[src/inc/sarseq_params.svh]
// Offsets, field positions, reset values and timing of the converter sequencer
`ifndef SARSEQ_PARAMS_SVH
`define SARSEQ_PARAMS_SVH

`define SARSEQ_ADDR_DIR        16'hff22
`define SARSEQ_ADDR_CHAN       16'hff29
`define SARSEQ_ADDR_CFG        16'hff2f
`define SARSEQ_ADDR_RES_HIGH   16'hff09
`define SARSEQ_ADDR_RES_LOW    16'hff08
`define SARSEQ_ADDR_MODE       16'hff28

`define SARSEQ_MODE_RUN_BIT    7
`define SARSEQ_MODE_TIME_MSB   5
`define SARSEQ_MODE_TIME_LSB   1
`define SARSEQ_MODE_EN_BIT     0
`define SARSEQ_CHAN_MSB        2
`define SARSEQ_CFG_MSB         3

`define SARSEQ_DIR_RESET       8'hff
`define SARSEQ_RES_WORD_RESET  16'h0000
`define SARSEQ_RES_HIGH_RESET  8'h00
`define SARSEQ_SAR_FIRST       10'h200
`define SARSEQ_SAR_TOP         4'h9

`define SARSEQ_CLK_NS          10
`define SARSEQ_SAMPLE_NS       1000
`define SARSEQ_STEP_NS         200

`endif

[src/inc/sarseq_pkg.sv]
// Types shared by the converter sequencer
package sarseq_pkg;
	typedef enum logic [2:0]
	{
		SARSEQ_IDLE    = 3'b001,
		SARSEQ_SAMPLE  = 3'b010,
		SARSEQ_COMPARE = 3'b100
	} sarseq_state_t;
endpackage : sarseq_pkg

[src/logic/sarseq_core.sv]
// Successive-approximation converter sequencer with port pin configuration
// Notes on behaviour
// - Direction bit 0 turns pin output buffer on, 1 turns it off.
// - Reset loads direction register with all ones, every pin input.
// - Pin function follows analog config, direction and channel; analog output prohibited.
// - Mode bit 0 powers the comparator before any conversion.
// - Mode bit 7 starts conversion; rest proceeds in hardware.
// - Sample selected channel a fixed interval, then hold until conversion ends.
// - Approximation starts with bit 9 set, tap at half reference.
// - Bit 9 stays 1 if input at/above half tap, else cleared.
// - Bit 8 tried next at three or one quarter; kept when input at/above tap.
// - Continue to bit 0, then copy value into both result registers.
// - Completion interrupt raised together with the result transfer.
// - Conversions repeat back to back, each newly sampled, while run is 1.
// - Channel select write aborts conversion, restarts from sampling if running.
// - Reset clears result word to 0000 and high byte to 00.
// - Result word holds ten-bit value, high byte its upper eight bits.
// - Result stored left-justified: word equals approximation value times 64.
// - Single channel select mode: only the selected input is converted.
// - Channel code in bits 2 to 0; bits 3 to 7 written 0.
// - Clearing run stops conversion at once, previous result kept.
// - Mode, channel or config write at conversion end wins; no store, no interrupt.
`timescale 1ns/100ps
`include "sarseq_params.svh"

module sarseq_core
	import sarseq_pkg::*;
#(
	parameter int SAMPLE_CYCLES = (`SARSEQ_SAMPLE_NS + `SARSEQ_CLK_NS - 1) / `SARSEQ_CLK_NS,
	parameter int STEP_CYCLES   = (`SARSEQ_STEP_NS + `SARSEQ_CLK_NS - 1) / `SARSEQ_CLK_NS,
	parameter int CNT_W         = 16
)
(
	input  wire logic        core_clk,
	input  wire logic        sys_rst,
	input  wire logic [15:0] reg_addr,
	input  wire logic        reg_wr,
	input  wire logic [7:0]  reg_wdata,
	input  wire logic        reg_rd,
	output logic      [7:0]  reg_rdata,
	input  wire logic        cmp_above,
	output logic             comparator_enable,
	output logic      [2:0]  channel_sel,
	output logic             sh_sample,
	output logic             sh_hold,
	output logic      [9:0]  tap_code,
	output logic      [7:0]  analog_connect,
	output logic      [7:0]  pin_out_en,
	output logic      [15:0] result_word,
	output logic      [7:0]  result_high_byte,
	output logic             conversion_done_irq
);

	generate
		if (SAMPLE_CYCLES < 1 || STEP_CYCLES < 1 || CNT_W < 2)
			$error("sarseq_core: counts must be at least one cycle");
		if (SAMPLE_CYCLES >= (1 << CNT_W) || STEP_CYCLES >= (1 << CNT_W))
			$error("sarseq_core: counter too narrow for timing counts");
	endgenerate

	localparam logic [CNT_W-1:0] SAMPLE_LOAD = CNT_W'(SAMPLE_CYCLES - 1);
	localparam logic [CNT_W-1:0] STEP_LOAD   = CNT_W'(STEP_CYCLES - 1);

	logic [7:0]       port_direction_reg;
	logic             conversion_run;
	logic [4:0]       conv_time_sel;
	logic [2:0]       channel_select_reg;
	logic [3:0]       pin_analog_config_reg;
	sarseq_state_t    state;
	sarseq_state_t    next_state;
	logic [CNT_W-1:0] cnt;
	logic [CNT_W-1:0] next_cnt;
	logic [9:0]       sar;
	logic [3:0]       bit_idx;

	// Register decode
	wire wr_dir  = reg_wr && (reg_addr == `SARSEQ_ADDR_DIR);
	wire wr_mode = reg_wr && (reg_addr == `SARSEQ_ADDR_MODE);
	wire wr_chan = reg_wr && (reg_addr == `SARSEQ_ADDR_CHAN);
	wire wr_cfg  = reg_wr && (reg_addr == `SARSEQ_ADDR_CFG);
	wire mode_run = reg_wdata[`SARSEQ_MODE_RUN_BIT];
	wire mode_en  = reg_wdata[`SARSEQ_MODE_EN_BIT];

	// Run is dropped with enable, otherwise the sequencer would restart unpowered
	wire stop_req = wr_mode && !(mode_run && mode_en);
	wire collide  = wr_mode || wr_chan || wr_cfg;

	wire in_idle    = (state == SARSEQ_IDLE);
	wire in_sample  = (state == SARSEQ_SAMPLE);
	wire in_compare = (state == SARSEQ_COMPARE);
	wire cnt_zero   = (cnt == '0);
	wire step_end   = in_compare && cnt_zero;
	wire last_step  = step_end && (bit_idx == 4'h0);
	wire do_store   = last_step && !collide;

	// Trial bit decided, next lower bit tentatively set
	wire [9:0] bit_mask = 10'h001 << bit_idx;
	wire [9:0] next_sar = (cmp_above ? sar : (sar & ~bit_mask)) | (bit_mask >> 1);

	wire [7:0] chan_onehot = 8'h01 << channel_select_reg;
	wire [7:0] analog_mask = 8'hff << pin_analog_config_reg;

	wire [7:0] mode_read = {conversion_run, 1'b0, conv_time_sel, comparator_enable};
	wire [7:0] read_mux =
		(reg_addr == `SARSEQ_ADDR_DIR)      ? port_direction_reg :
		(reg_addr == `SARSEQ_ADDR_MODE)     ? mode_read :
		(reg_addr == `SARSEQ_ADDR_CHAN)     ? {5'h00, channel_select_reg} :
		(reg_addr == `SARSEQ_ADDR_CFG)      ? {4'h0, pin_analog_config_reg} :
		(reg_addr == `SARSEQ_ADDR_RES_HIGH) ? result_high_byte :
		(reg_addr == `SARSEQ_ADDR_RES_LOW)  ? result_word[7:0] :
		8'h00;

	// Pin control; analog pins never drive, which also covers the prohibited combination
	assign pin_out_en     = ~port_direction_reg & ~analog_mask;
	assign analog_connect = analog_mask & port_direction_reg & chan_onehot
		& {8{in_sample}};
	assign channel_sel    = channel_select_reg;
	assign sh_sample      = in_sample;
	assign sh_hold        = in_compare;
	assign tap_code       = sar;

	always_comb
	begin
		next_state = state;
		case (state)
			SARSEQ_IDLE:
			begin
				if (conversion_run && !stop_req)
					next_state = SARSEQ_SAMPLE;
			end
			SARSEQ_SAMPLE:
			begin
				if (stop_req)
					next_state = SARSEQ_IDLE;
				else if (cnt_zero && !wr_chan)
					next_state = SARSEQ_COMPARE;
			end
			SARSEQ_COMPARE:
			begin
				if (stop_req)
					next_state = SARSEQ_IDLE;
				else if (wr_chan || last_step)
					next_state = SARSEQ_SAMPLE;
			end
			default:
				next_state = SARSEQ_IDLE;
		endcase
	end

	wire reload = (next_state != state) || wr_chan || step_end;

	always_comb
	begin
		if (next_state == SARSEQ_IDLE)
			next_cnt = '0;
		else if (reload)
			next_cnt = (next_state == SARSEQ_SAMPLE) ? SAMPLE_LOAD : STEP_LOAD;
		else
			next_cnt = cnt - CNT_W'(1);
	end

	always_ff @(posedge core_clk)
	begin
		if (sys_rst)
		begin
			port_direction_reg    <= `SARSEQ_DIR_RESET;
			conversion_run        <= 1'b0;
			comparator_enable     <= 1'b0;
			conv_time_sel         <= 5'h00;
			channel_select_reg    <= 3'h0;
			pin_analog_config_reg <= 4'h0;
		end
		else
		begin
			if (wr_dir)
				port_direction_reg <= reg_wdata;
			if (wr_mode)
			begin
				conversion_run    <= mode_run && mode_en;
				comparator_enable <= mode_en;
				conv_time_sel     <= reg_wdata[`SARSEQ_MODE_TIME_MSB:`SARSEQ_MODE_TIME_LSB];
			end
			if (wr_chan)
				channel_select_reg <= reg_wdata[`SARSEQ_CHAN_MSB:0];
			if (wr_cfg)
				pin_analog_config_reg <= reg_wdata[`SARSEQ_CFG_MSB:0];
		end
	end

	always_ff @(posedge core_clk)
	begin
		if (sys_rst)
		begin
			state   <= SARSEQ_IDLE;
			cnt     <= '0;
			sar     <= 10'h000;
			bit_idx <= 4'h0;
		end
		else
		begin
			state <= next_state;
			cnt   <= next_cnt;
			// Leaving compare clears first, so an aborted step never leaves a tap outside hold
			if (next_state == SARSEQ_COMPARE && !in_compare)
			begin
				sar     <= `SARSEQ_SAR_FIRST;
				bit_idx <= `SARSEQ_SAR_TOP;
			end
			else if (next_state != SARSEQ_COMPARE)
			begin
				sar     <= 10'h000;
				bit_idx <= 4'h0;
			end
			else if (step_end)
			begin
				sar     <= next_sar;
				bit_idx <= bit_idx - 4'h1;
			end
		end
	end

	// Results move only here, so a read never sees a partial value
	always_ff @(posedge core_clk)
	begin
		if (sys_rst)
		begin
			result_word         <= `SARSEQ_RES_WORD_RESET;
			result_high_byte    <= `SARSEQ_RES_HIGH_RESET;
			conversion_done_irq <= 1'b0;
		end
		else
		begin
			conversion_done_irq <= do_store;
			if (do_store)
			begin
				result_word      <= {next_sar, 6'h00};
				result_high_byte <= next_sar[9:2];
			end
		end
	end

	always_ff @(posedge core_clk)
	begin
		if (sys_rst)
			reg_rdata <= 8'h00;
		else if (reg_rd)
			reg_rdata <= read_mux;
	end
endmodule : sarseq_core

[config.mk]
export PLATFORM = sky130hd
export DESIGN_NAME = sarseq_core
export DESIGN_NICKNAME = d
export VERILOG_FILES = /design/src/inc/sarseq_pkg.sv /design/src/logic/sarseq_core.sv
export VERILOG_INCLUDE_DIRS = /design/src /design/src/inc
export SDC_FILE = /design/constraint.sdc
export NUM_CORES = 1
export LEC_CHECK = 0
export CAP_MARGIN = 20
export CORE_MARGIN = 2
export CORE_UTILIZATION = 40
export CTS_BUF_LIST = sky130_fd_sc_hd__clkbuf_4
export DETAILED_ROUTE_END_ITERATION = 7
export DONT_BUFFER_PORTS = 1
export HOLD_SLACK_MARGIN = 0.08
export PLACE_DENSITY_LB_ADDON = 0.15
export SYNTH_ARGS = -nofsm -noshare
export SYNTH_HDL_FRONTEND = slang
export SYNTH_SLANG_ARGS = --single-unit
export TNS_END_PERCENT = 30
[constraint.sdc]
create_clock -name core_clk -period 3.9 [get_ports core_clk]
set_input_delay 0.78 -clock core_clk [delete_from_list [all_inputs] [get_ports core_clk]]
set_output_delay 0.78 -clock core_clk [all_outputs]
set_load 0.02 [all_outputs]
==> metrics, run 1 <==
vias in the first global route 3,096; Bufs on Longest Clock Path 2; reg-to-reg startpoint cnt[6]$_SDFF_PP0_; cell area after layout 4098 um2; H-tree depth 3; Root Driver clkbuf_4; syn avg cell area 8.020 um2; layout cells sized above 1 8.351%; library cells used by synthesis 55; fmax 314.2 MHz; max reg flops 16; diode count 0; reg2reg end cnt[6]$_SDFF_PP0_; nature of the critical path startpoint flip-flop; postcts setup bufs 0; clk_lat worst skew 0.41 ns; Lkg Pwr 1.605 nW; worst setup margin 0.7174 ns; Setup Skew 0.008575 ns; yosys warns 0; Worst Hold Launch sys_rst; Sink Count 74; cell breakdown of the critical path nand2b_1 -> or2_2 -> inv_1 -> and2_1 -> nor4bb_1; Die Y-Extent 103.1 um; largest net degree at the start of global routing 44; Yosys reg bits 74; Hold Crit Class in2reg; initial antenna violation count 0; Setup TNS 0 ns; unrepaired setup endpoints after global routing no; r2r setup slk 1.23 ns; post-synthesis sequential area ratio 37.70%; Post-Place Cell Area 3931 um2; CP startpoint state[2]$_SDFF_PP0_; CP arrival 2.40 ns; CP peak stage delay 0.73 ns; starting DRC count in detailed routing 175; Core Area 9639 um2; TritonCTS Buffers 9; RD Place Congestion 0.8711; worst-path fanout max 4; Post-route DRC 0; full die area 10,630 um2; max_cap viols 0; Total Routed Length 9962 um; TritonCTS clock tree yes; Min-Delay Endpoint conv_time_sel[3]$_SDFFE_PP0P_; Synth async-reset ratio 0%; worst-case reg-to-reg path depth 7; Vias 3,315; NumNets Final 510; Final Hold Viols 0; Max IR drop VDD 0.1370 mV; Antenna Nets Post-Route 0; minimum clock period 3.183 ns; Synth Area in XOR/XNOR 3.789%; Worst-Margin Slew 0.8957 ns; hold path cells 1; Mapped Area 3930 um2; post-synthesis adder-cell area fraction 2.229%; chip width 103.1 um; Syn Inst Count 490; Initial Util 40.77%; total power 1.326 mW; Post-DP HPWL 7468 um; post-cts sizing count 0; DR vias/cell 5.417; critical path type reg2out; main flop type after synthesis dfxtp_1; Hold-fix buffers, CTS 0; largest family of logic cells by synthesized area simple AND/OR/NAND/NOR gates; Area Overhead vs Synth 4.266%; First-pass DRT Iterations 4; slowest cell on the critical path nor4bb_1; EDFF count, synth 0; period utilization 81.61%; I/O Buffers 0; post-synthesis mux area share 5.253%; num ports 94; first-pass GRT wire length 15,440 um; max_slew headroom 39.47%; CP endpoint kind output pin; WL/cell 16.28 um; Biggest register cnt; FP Rows 36; simple logic cell fraction of the synthesized area 31.45%; Worst Path Required 3.12 ns; total track usage 18.68%; status finished, final reports clean; pwr/cell area 323.6 nW/um2; worst slack, placed 0.7650 ns; Synth Area in Compound Gates 12.77%; GR Overflow Total 0; fin util 42.51%; Slew Viols, Final 0; Clock Pin Slew Worst Setup and Hold Paths 0.13 ns; Layout fillers 1,017; endpoints failing setup 0
## critical path, delay by kind of cell, from the launching register on
kind                   cells  cell delay, ns
buffers and inverters      1            0.19
AND/OR/NAND/NOR            4            1.43
flip-flops                 1            0.36
## cell usage in the layout (no fill, tap or decap), drive strengths merged, types with 9 or more instances in the layout
master	instances
a21oi	37
clkbuf	9
dfxtp	74
inv	14
mux2i	18
nand2	67
nand2b	9
nand3	11
nand3b	10
nor2	80
nor2b	9
nor4	14
xnor2	12
## worst max path at each step
| stage | to |
|---|---|
| final | analog_connect[7] |
| after detailed placement | cnt[6]$_SDFF_PP0_ |
| after global routing | analog_connect[7] |
| after CTS | analog_connect[7] |
| after floorplan | cnt[4]$_SDFF_PP0_ |
| after global placement | cnt[6]$_SDFF_PP0_ |
## per-stage QoR
step | hold slack, ns | instances
finish | 0.4250 | 612
global route | 0.3816 | 612
CTS | 0.3948 | 611
detailed placement | 0.4385 | 595
global placement | 0.4336 | 595
floorplan | 0.4284 | 495
## final cells by class
class	count	area, um2	area share, %
repair buffers	4	27.53	0.6718
clock buffers	9	67.56	1.649
well taps	133	166.4	4.061
inverters	14	52.55	1.282
flip-flops and latches	74	1481	36.15
clock inverters	7	93.84	2.290
multi-input cells	371	2208	53.89
## routing by layer
metal | up-vias | wire length [um] | GRT usage [%]
li1 | 1653 | - | -
met2 | 103 | 4587 | 30.37
met1 | 1552 | 4476 | 23.74
met4 | 0 | 74 | 5.061
met5 | - | 0 | 0
met3 | 7 | 823 | 6.305
## synth_stat cells (2+ instances only)
cell type	number	share of area, %
nor2_1	79	7.5
dfxtp_1	74	38
nand2_1	67	6.4
a21oi_1	37	4.7
mux2i_1	18	4.6
buf_4	15	2.9
clkbuf_1	15	1.4
inv_1	14	1.3
xnor2_1	12	2.7
nand3_1	11	1.4
nor4_1	11	1.8
nand3b_1	10	1.9
nand2b_1	9	1.4
nor2b_1	8	1.3
nor3_1	8	1.0
a211oi_1	7	1.3
a22o_1	7	1.6
and4_1	7	1.6
ha_1	7	2.2
nand4_1	7	1.1
o21ai_0	6	0.76
or2_2	6	0.96
xor2_1	5	1.1
buf_2	4	0.51
a32o_1	3	0.76
a211o_2	2	0.51
a221oi_1	2	0.45
a222oi_1	2	0.51
a22oi_1	2	0.38
a31oi_1	2	0.32
and2_1	2	0.32
and3_1	2	0.32
buf_6	2	0.57
nor4_2	2	0.64
nor4bb_1	2	0.51
o31ai_1	2	0.38
or3_1	2	0.32
or4b_1	2	0.51
## cells by family (layout without fill, tap and decap cells)
| group | Yosys count | after routing |
|---|---|---|
| xor gates and xnor gates | 17 | 17 |
| adders and majority gates | 7 | 7 |
| AOI/OAI and AO/OA | 77 | 77 |
| other | 1 | 6 |
| and+or+nand+nor | 244 | 244 |
| muxes | 20 | 20 |
| DFF | 74 | 74 |
| buffers and inverters | 50 | 34 |
## report_power, final
part	total (mW)	internal, mW	switching, mW	leakage [nW]
sequential	0.763	0.758	0.00462	0.597
clock	0.541	0.258	0.282	0.0819
combinational	0.0223	0.00894	0.0134	0.926
total	1.33	1.03	0.300	1.60
(Power assumes the default switching activity.)
==> run 2, diff against run 1 <==
==> constraint.sdc (replaced) <==
create_clock -name core_clk -period 3.3 [get_ports core_clk]
set_input_delay 0.66 -clock core_clk [delete_from_list [all_inputs] [get_ports core_clk]]
set_output_delay 0.66 -clock core_clk [all_outputs]
set_load 0.02 [all_outputs]
==> metrics, run 2 (synthesis gave the netlist of run 1 again) <==
status finished, final reports clean; Die Y-Extent 103.1 um; Core Area 9639 um2; Slew Viols, Final 0; slowest cell on the critical path a211oi_2; unrepaired setup endpoints after global routing no; Layout fillers 1,029; CP arrival 3.11 ns; most common cell after layout, fill and taps aside nor2_1; nature of the critical path startpoint flip-flop; cell area after layout 4096 um2; CP endpoint kind flip-flop; Post-route DRC 0; GR Overflow Total 0; first-pass GRT wire length 15,480 um; Setup TNS 0 ns; cell breakdown of the critical path nor4_1 -> nand4_1 -> or3_1 -> a211oi_2 -> mux2i_1 -> nor2_1; hold path cells 1; reg2reg end result_high_byte[1]$_SDFFE_PP0P_; CP startpoint cnt[6]$_SDFF_PP0_; I/O Buffers 0; Max IR drop VDD 0.1813 mV; First-pass DRT Iterations 5; CP peak stage delay 0.81 ns; WL/cell 16.31 um; max reg flops 16; vias in the first global route 3,029; pwr/cell area 366.8 nW/um2; Clock Pin Slew Worst Setup and Hold Paths 0.13 ns; Vias 3,352; NumNets Final 512; chip width 103.1 um; Worst-Margin Slew 0.9601 ns; Lkg Pwr 1.604 nW; most frequent cells in the layout nor2_1, dfxtp_1, nand2_1; worst-path fanout max 10; Worst Hold Launch sys_rst; Post-DP HPWL 7561 um; RD Place Congestion 0.9029; layout cells sized above 1 8.732%; fmax 356.9 MHz; initial antenna violation count 0; Antenna Nets Post-Route 0; postcts setup bufs 0; total track usage 18.81%; critical path type reg2reg; Root Driver clkbuf_4; Post-Place Cell Area 3954 um2; max_cap viols 0; Initial Util 40.77%; Hold-fix buffers, CTS 0; total power 1.503 mW; minimum clock period 2.802 ns; reg-to-reg startpoint cnt[6]$_SDFF_PP0_; Min-Delay Endpoint channel_sel[0]$_SDFFE_PP0P_; TritonCTS clock tree yes; Biggest register cnt; Total Routed Length 10,020 um; Bufs on Longest Clock Path 2; post-cts sizing count 0; TritonCTS Buffers 9; Area Overhead vs Synth 4.234%; Worst Path Required 3.61 ns; worst-case reg-to-reg path depth 6; num ports 94; DR vias/cell 5.459; Setup Skew 0.01976 ns; endpoints failing setup 0; clk_lat worst skew 0.42 ns; starting DRC count in detailed routing 149; largest net degree at the start of global routing 44; Final Hold Viols 0; max_slew headroom 35.87%; period utilization 84.90%; H-tree depth 3; Hold Crit Class in2reg; r2r setup slk 0.50 ns; full die area 10,630 um2; fin util 42.50%; Sink Count 74; diode count 0; FP Rows 36
[run 2: changes by cell type in the layout (fill, tap and decap cells not counted), sizes merged]
cell,before,now
clkbuf,9,10
buf,4,6
bufinv,2,1
[run 2: power breakdown]
group / switching [mW] / internal [mW]
sequential: 0.00544 / 0.896
combinational: 0.0158 / 0.0105
clock: 0.334 / 0.241
total: 0.355 / 1.15
[run 2: worst max path at each step]
| stage | to | slack, ns | cells after the start |
|---|---|---|---|
| after floorplan | cnt[4]$_SDFF_PP0_ | 0.56 | 9 |
| after global placement | port_direction_reg[1]$_SDFFE_PP1P_ | 0.34 | 6 |
| after detailed placement | port_direction_reg[7]$_SDFFE_PP1P_ | 0.33 | 6 |
| after CTS | result_high_byte[1]$_SDFFE_PP0P_ | 0.47 | 6 |
| after global routing | result_word[6]$_SDFFE_PP0P_ | 0.28 | 6 |
| final | result_high_byte[1]$_SDFFE_PP0P_ | 0.50 | 6 |
[run 2: metrics by stage]
stage                     hold slack, ns  instances  setup slack (ns)
final                             0.3030        614            0.4984
after global routing              0.2563        614            0.2790
after CTS                         0.2674        614            0.4682
after detailed placement          0.4409        598            0.3302
after global placement            0.4343        598            0.3391
after floorplan                   0.4284        495            0.5564
[run 2: layout make-up]
type / instances / area (um2) / share of cell area, %
inverters: 14 / 52.55 / 1.283
flip-flops and latches: 74 / 1481 / 36.16
clock inverters: 6 / 67.56 / 1.649
multi-input cells: 371 / 2208 / 53.91
repair buffers: 6 / 45.04 / 1.100
well taps: 133 / 166.4 / 4.062
clock buffers: 10 / 75.07 / 1.833
[run 2: metal layers]
| metal | global-route usage, % | routed length (um) | up-vias |
|---|---|---|---|
| met5 | 0 | 0 | - |
| met2 | 28.87 | 4469 | 106 |
| li1 | - | - | 1653 |
| met1 | 25.30 | 4702 | 1576 |
| met3 | 5.085 | 705 | 17 |
| met4 | 6.984 | 136 | 0 |
[run 2: critical path: cells and delay by family (launching register included)]
| kind | cells | cell delay (ns) |
|---|---|---|
| simple gates | 4 | 1.22 |
| compound gates | 1 | 0.81 |
| flops | 1 | 0.38 |
| mux | 1 | 0.28 |
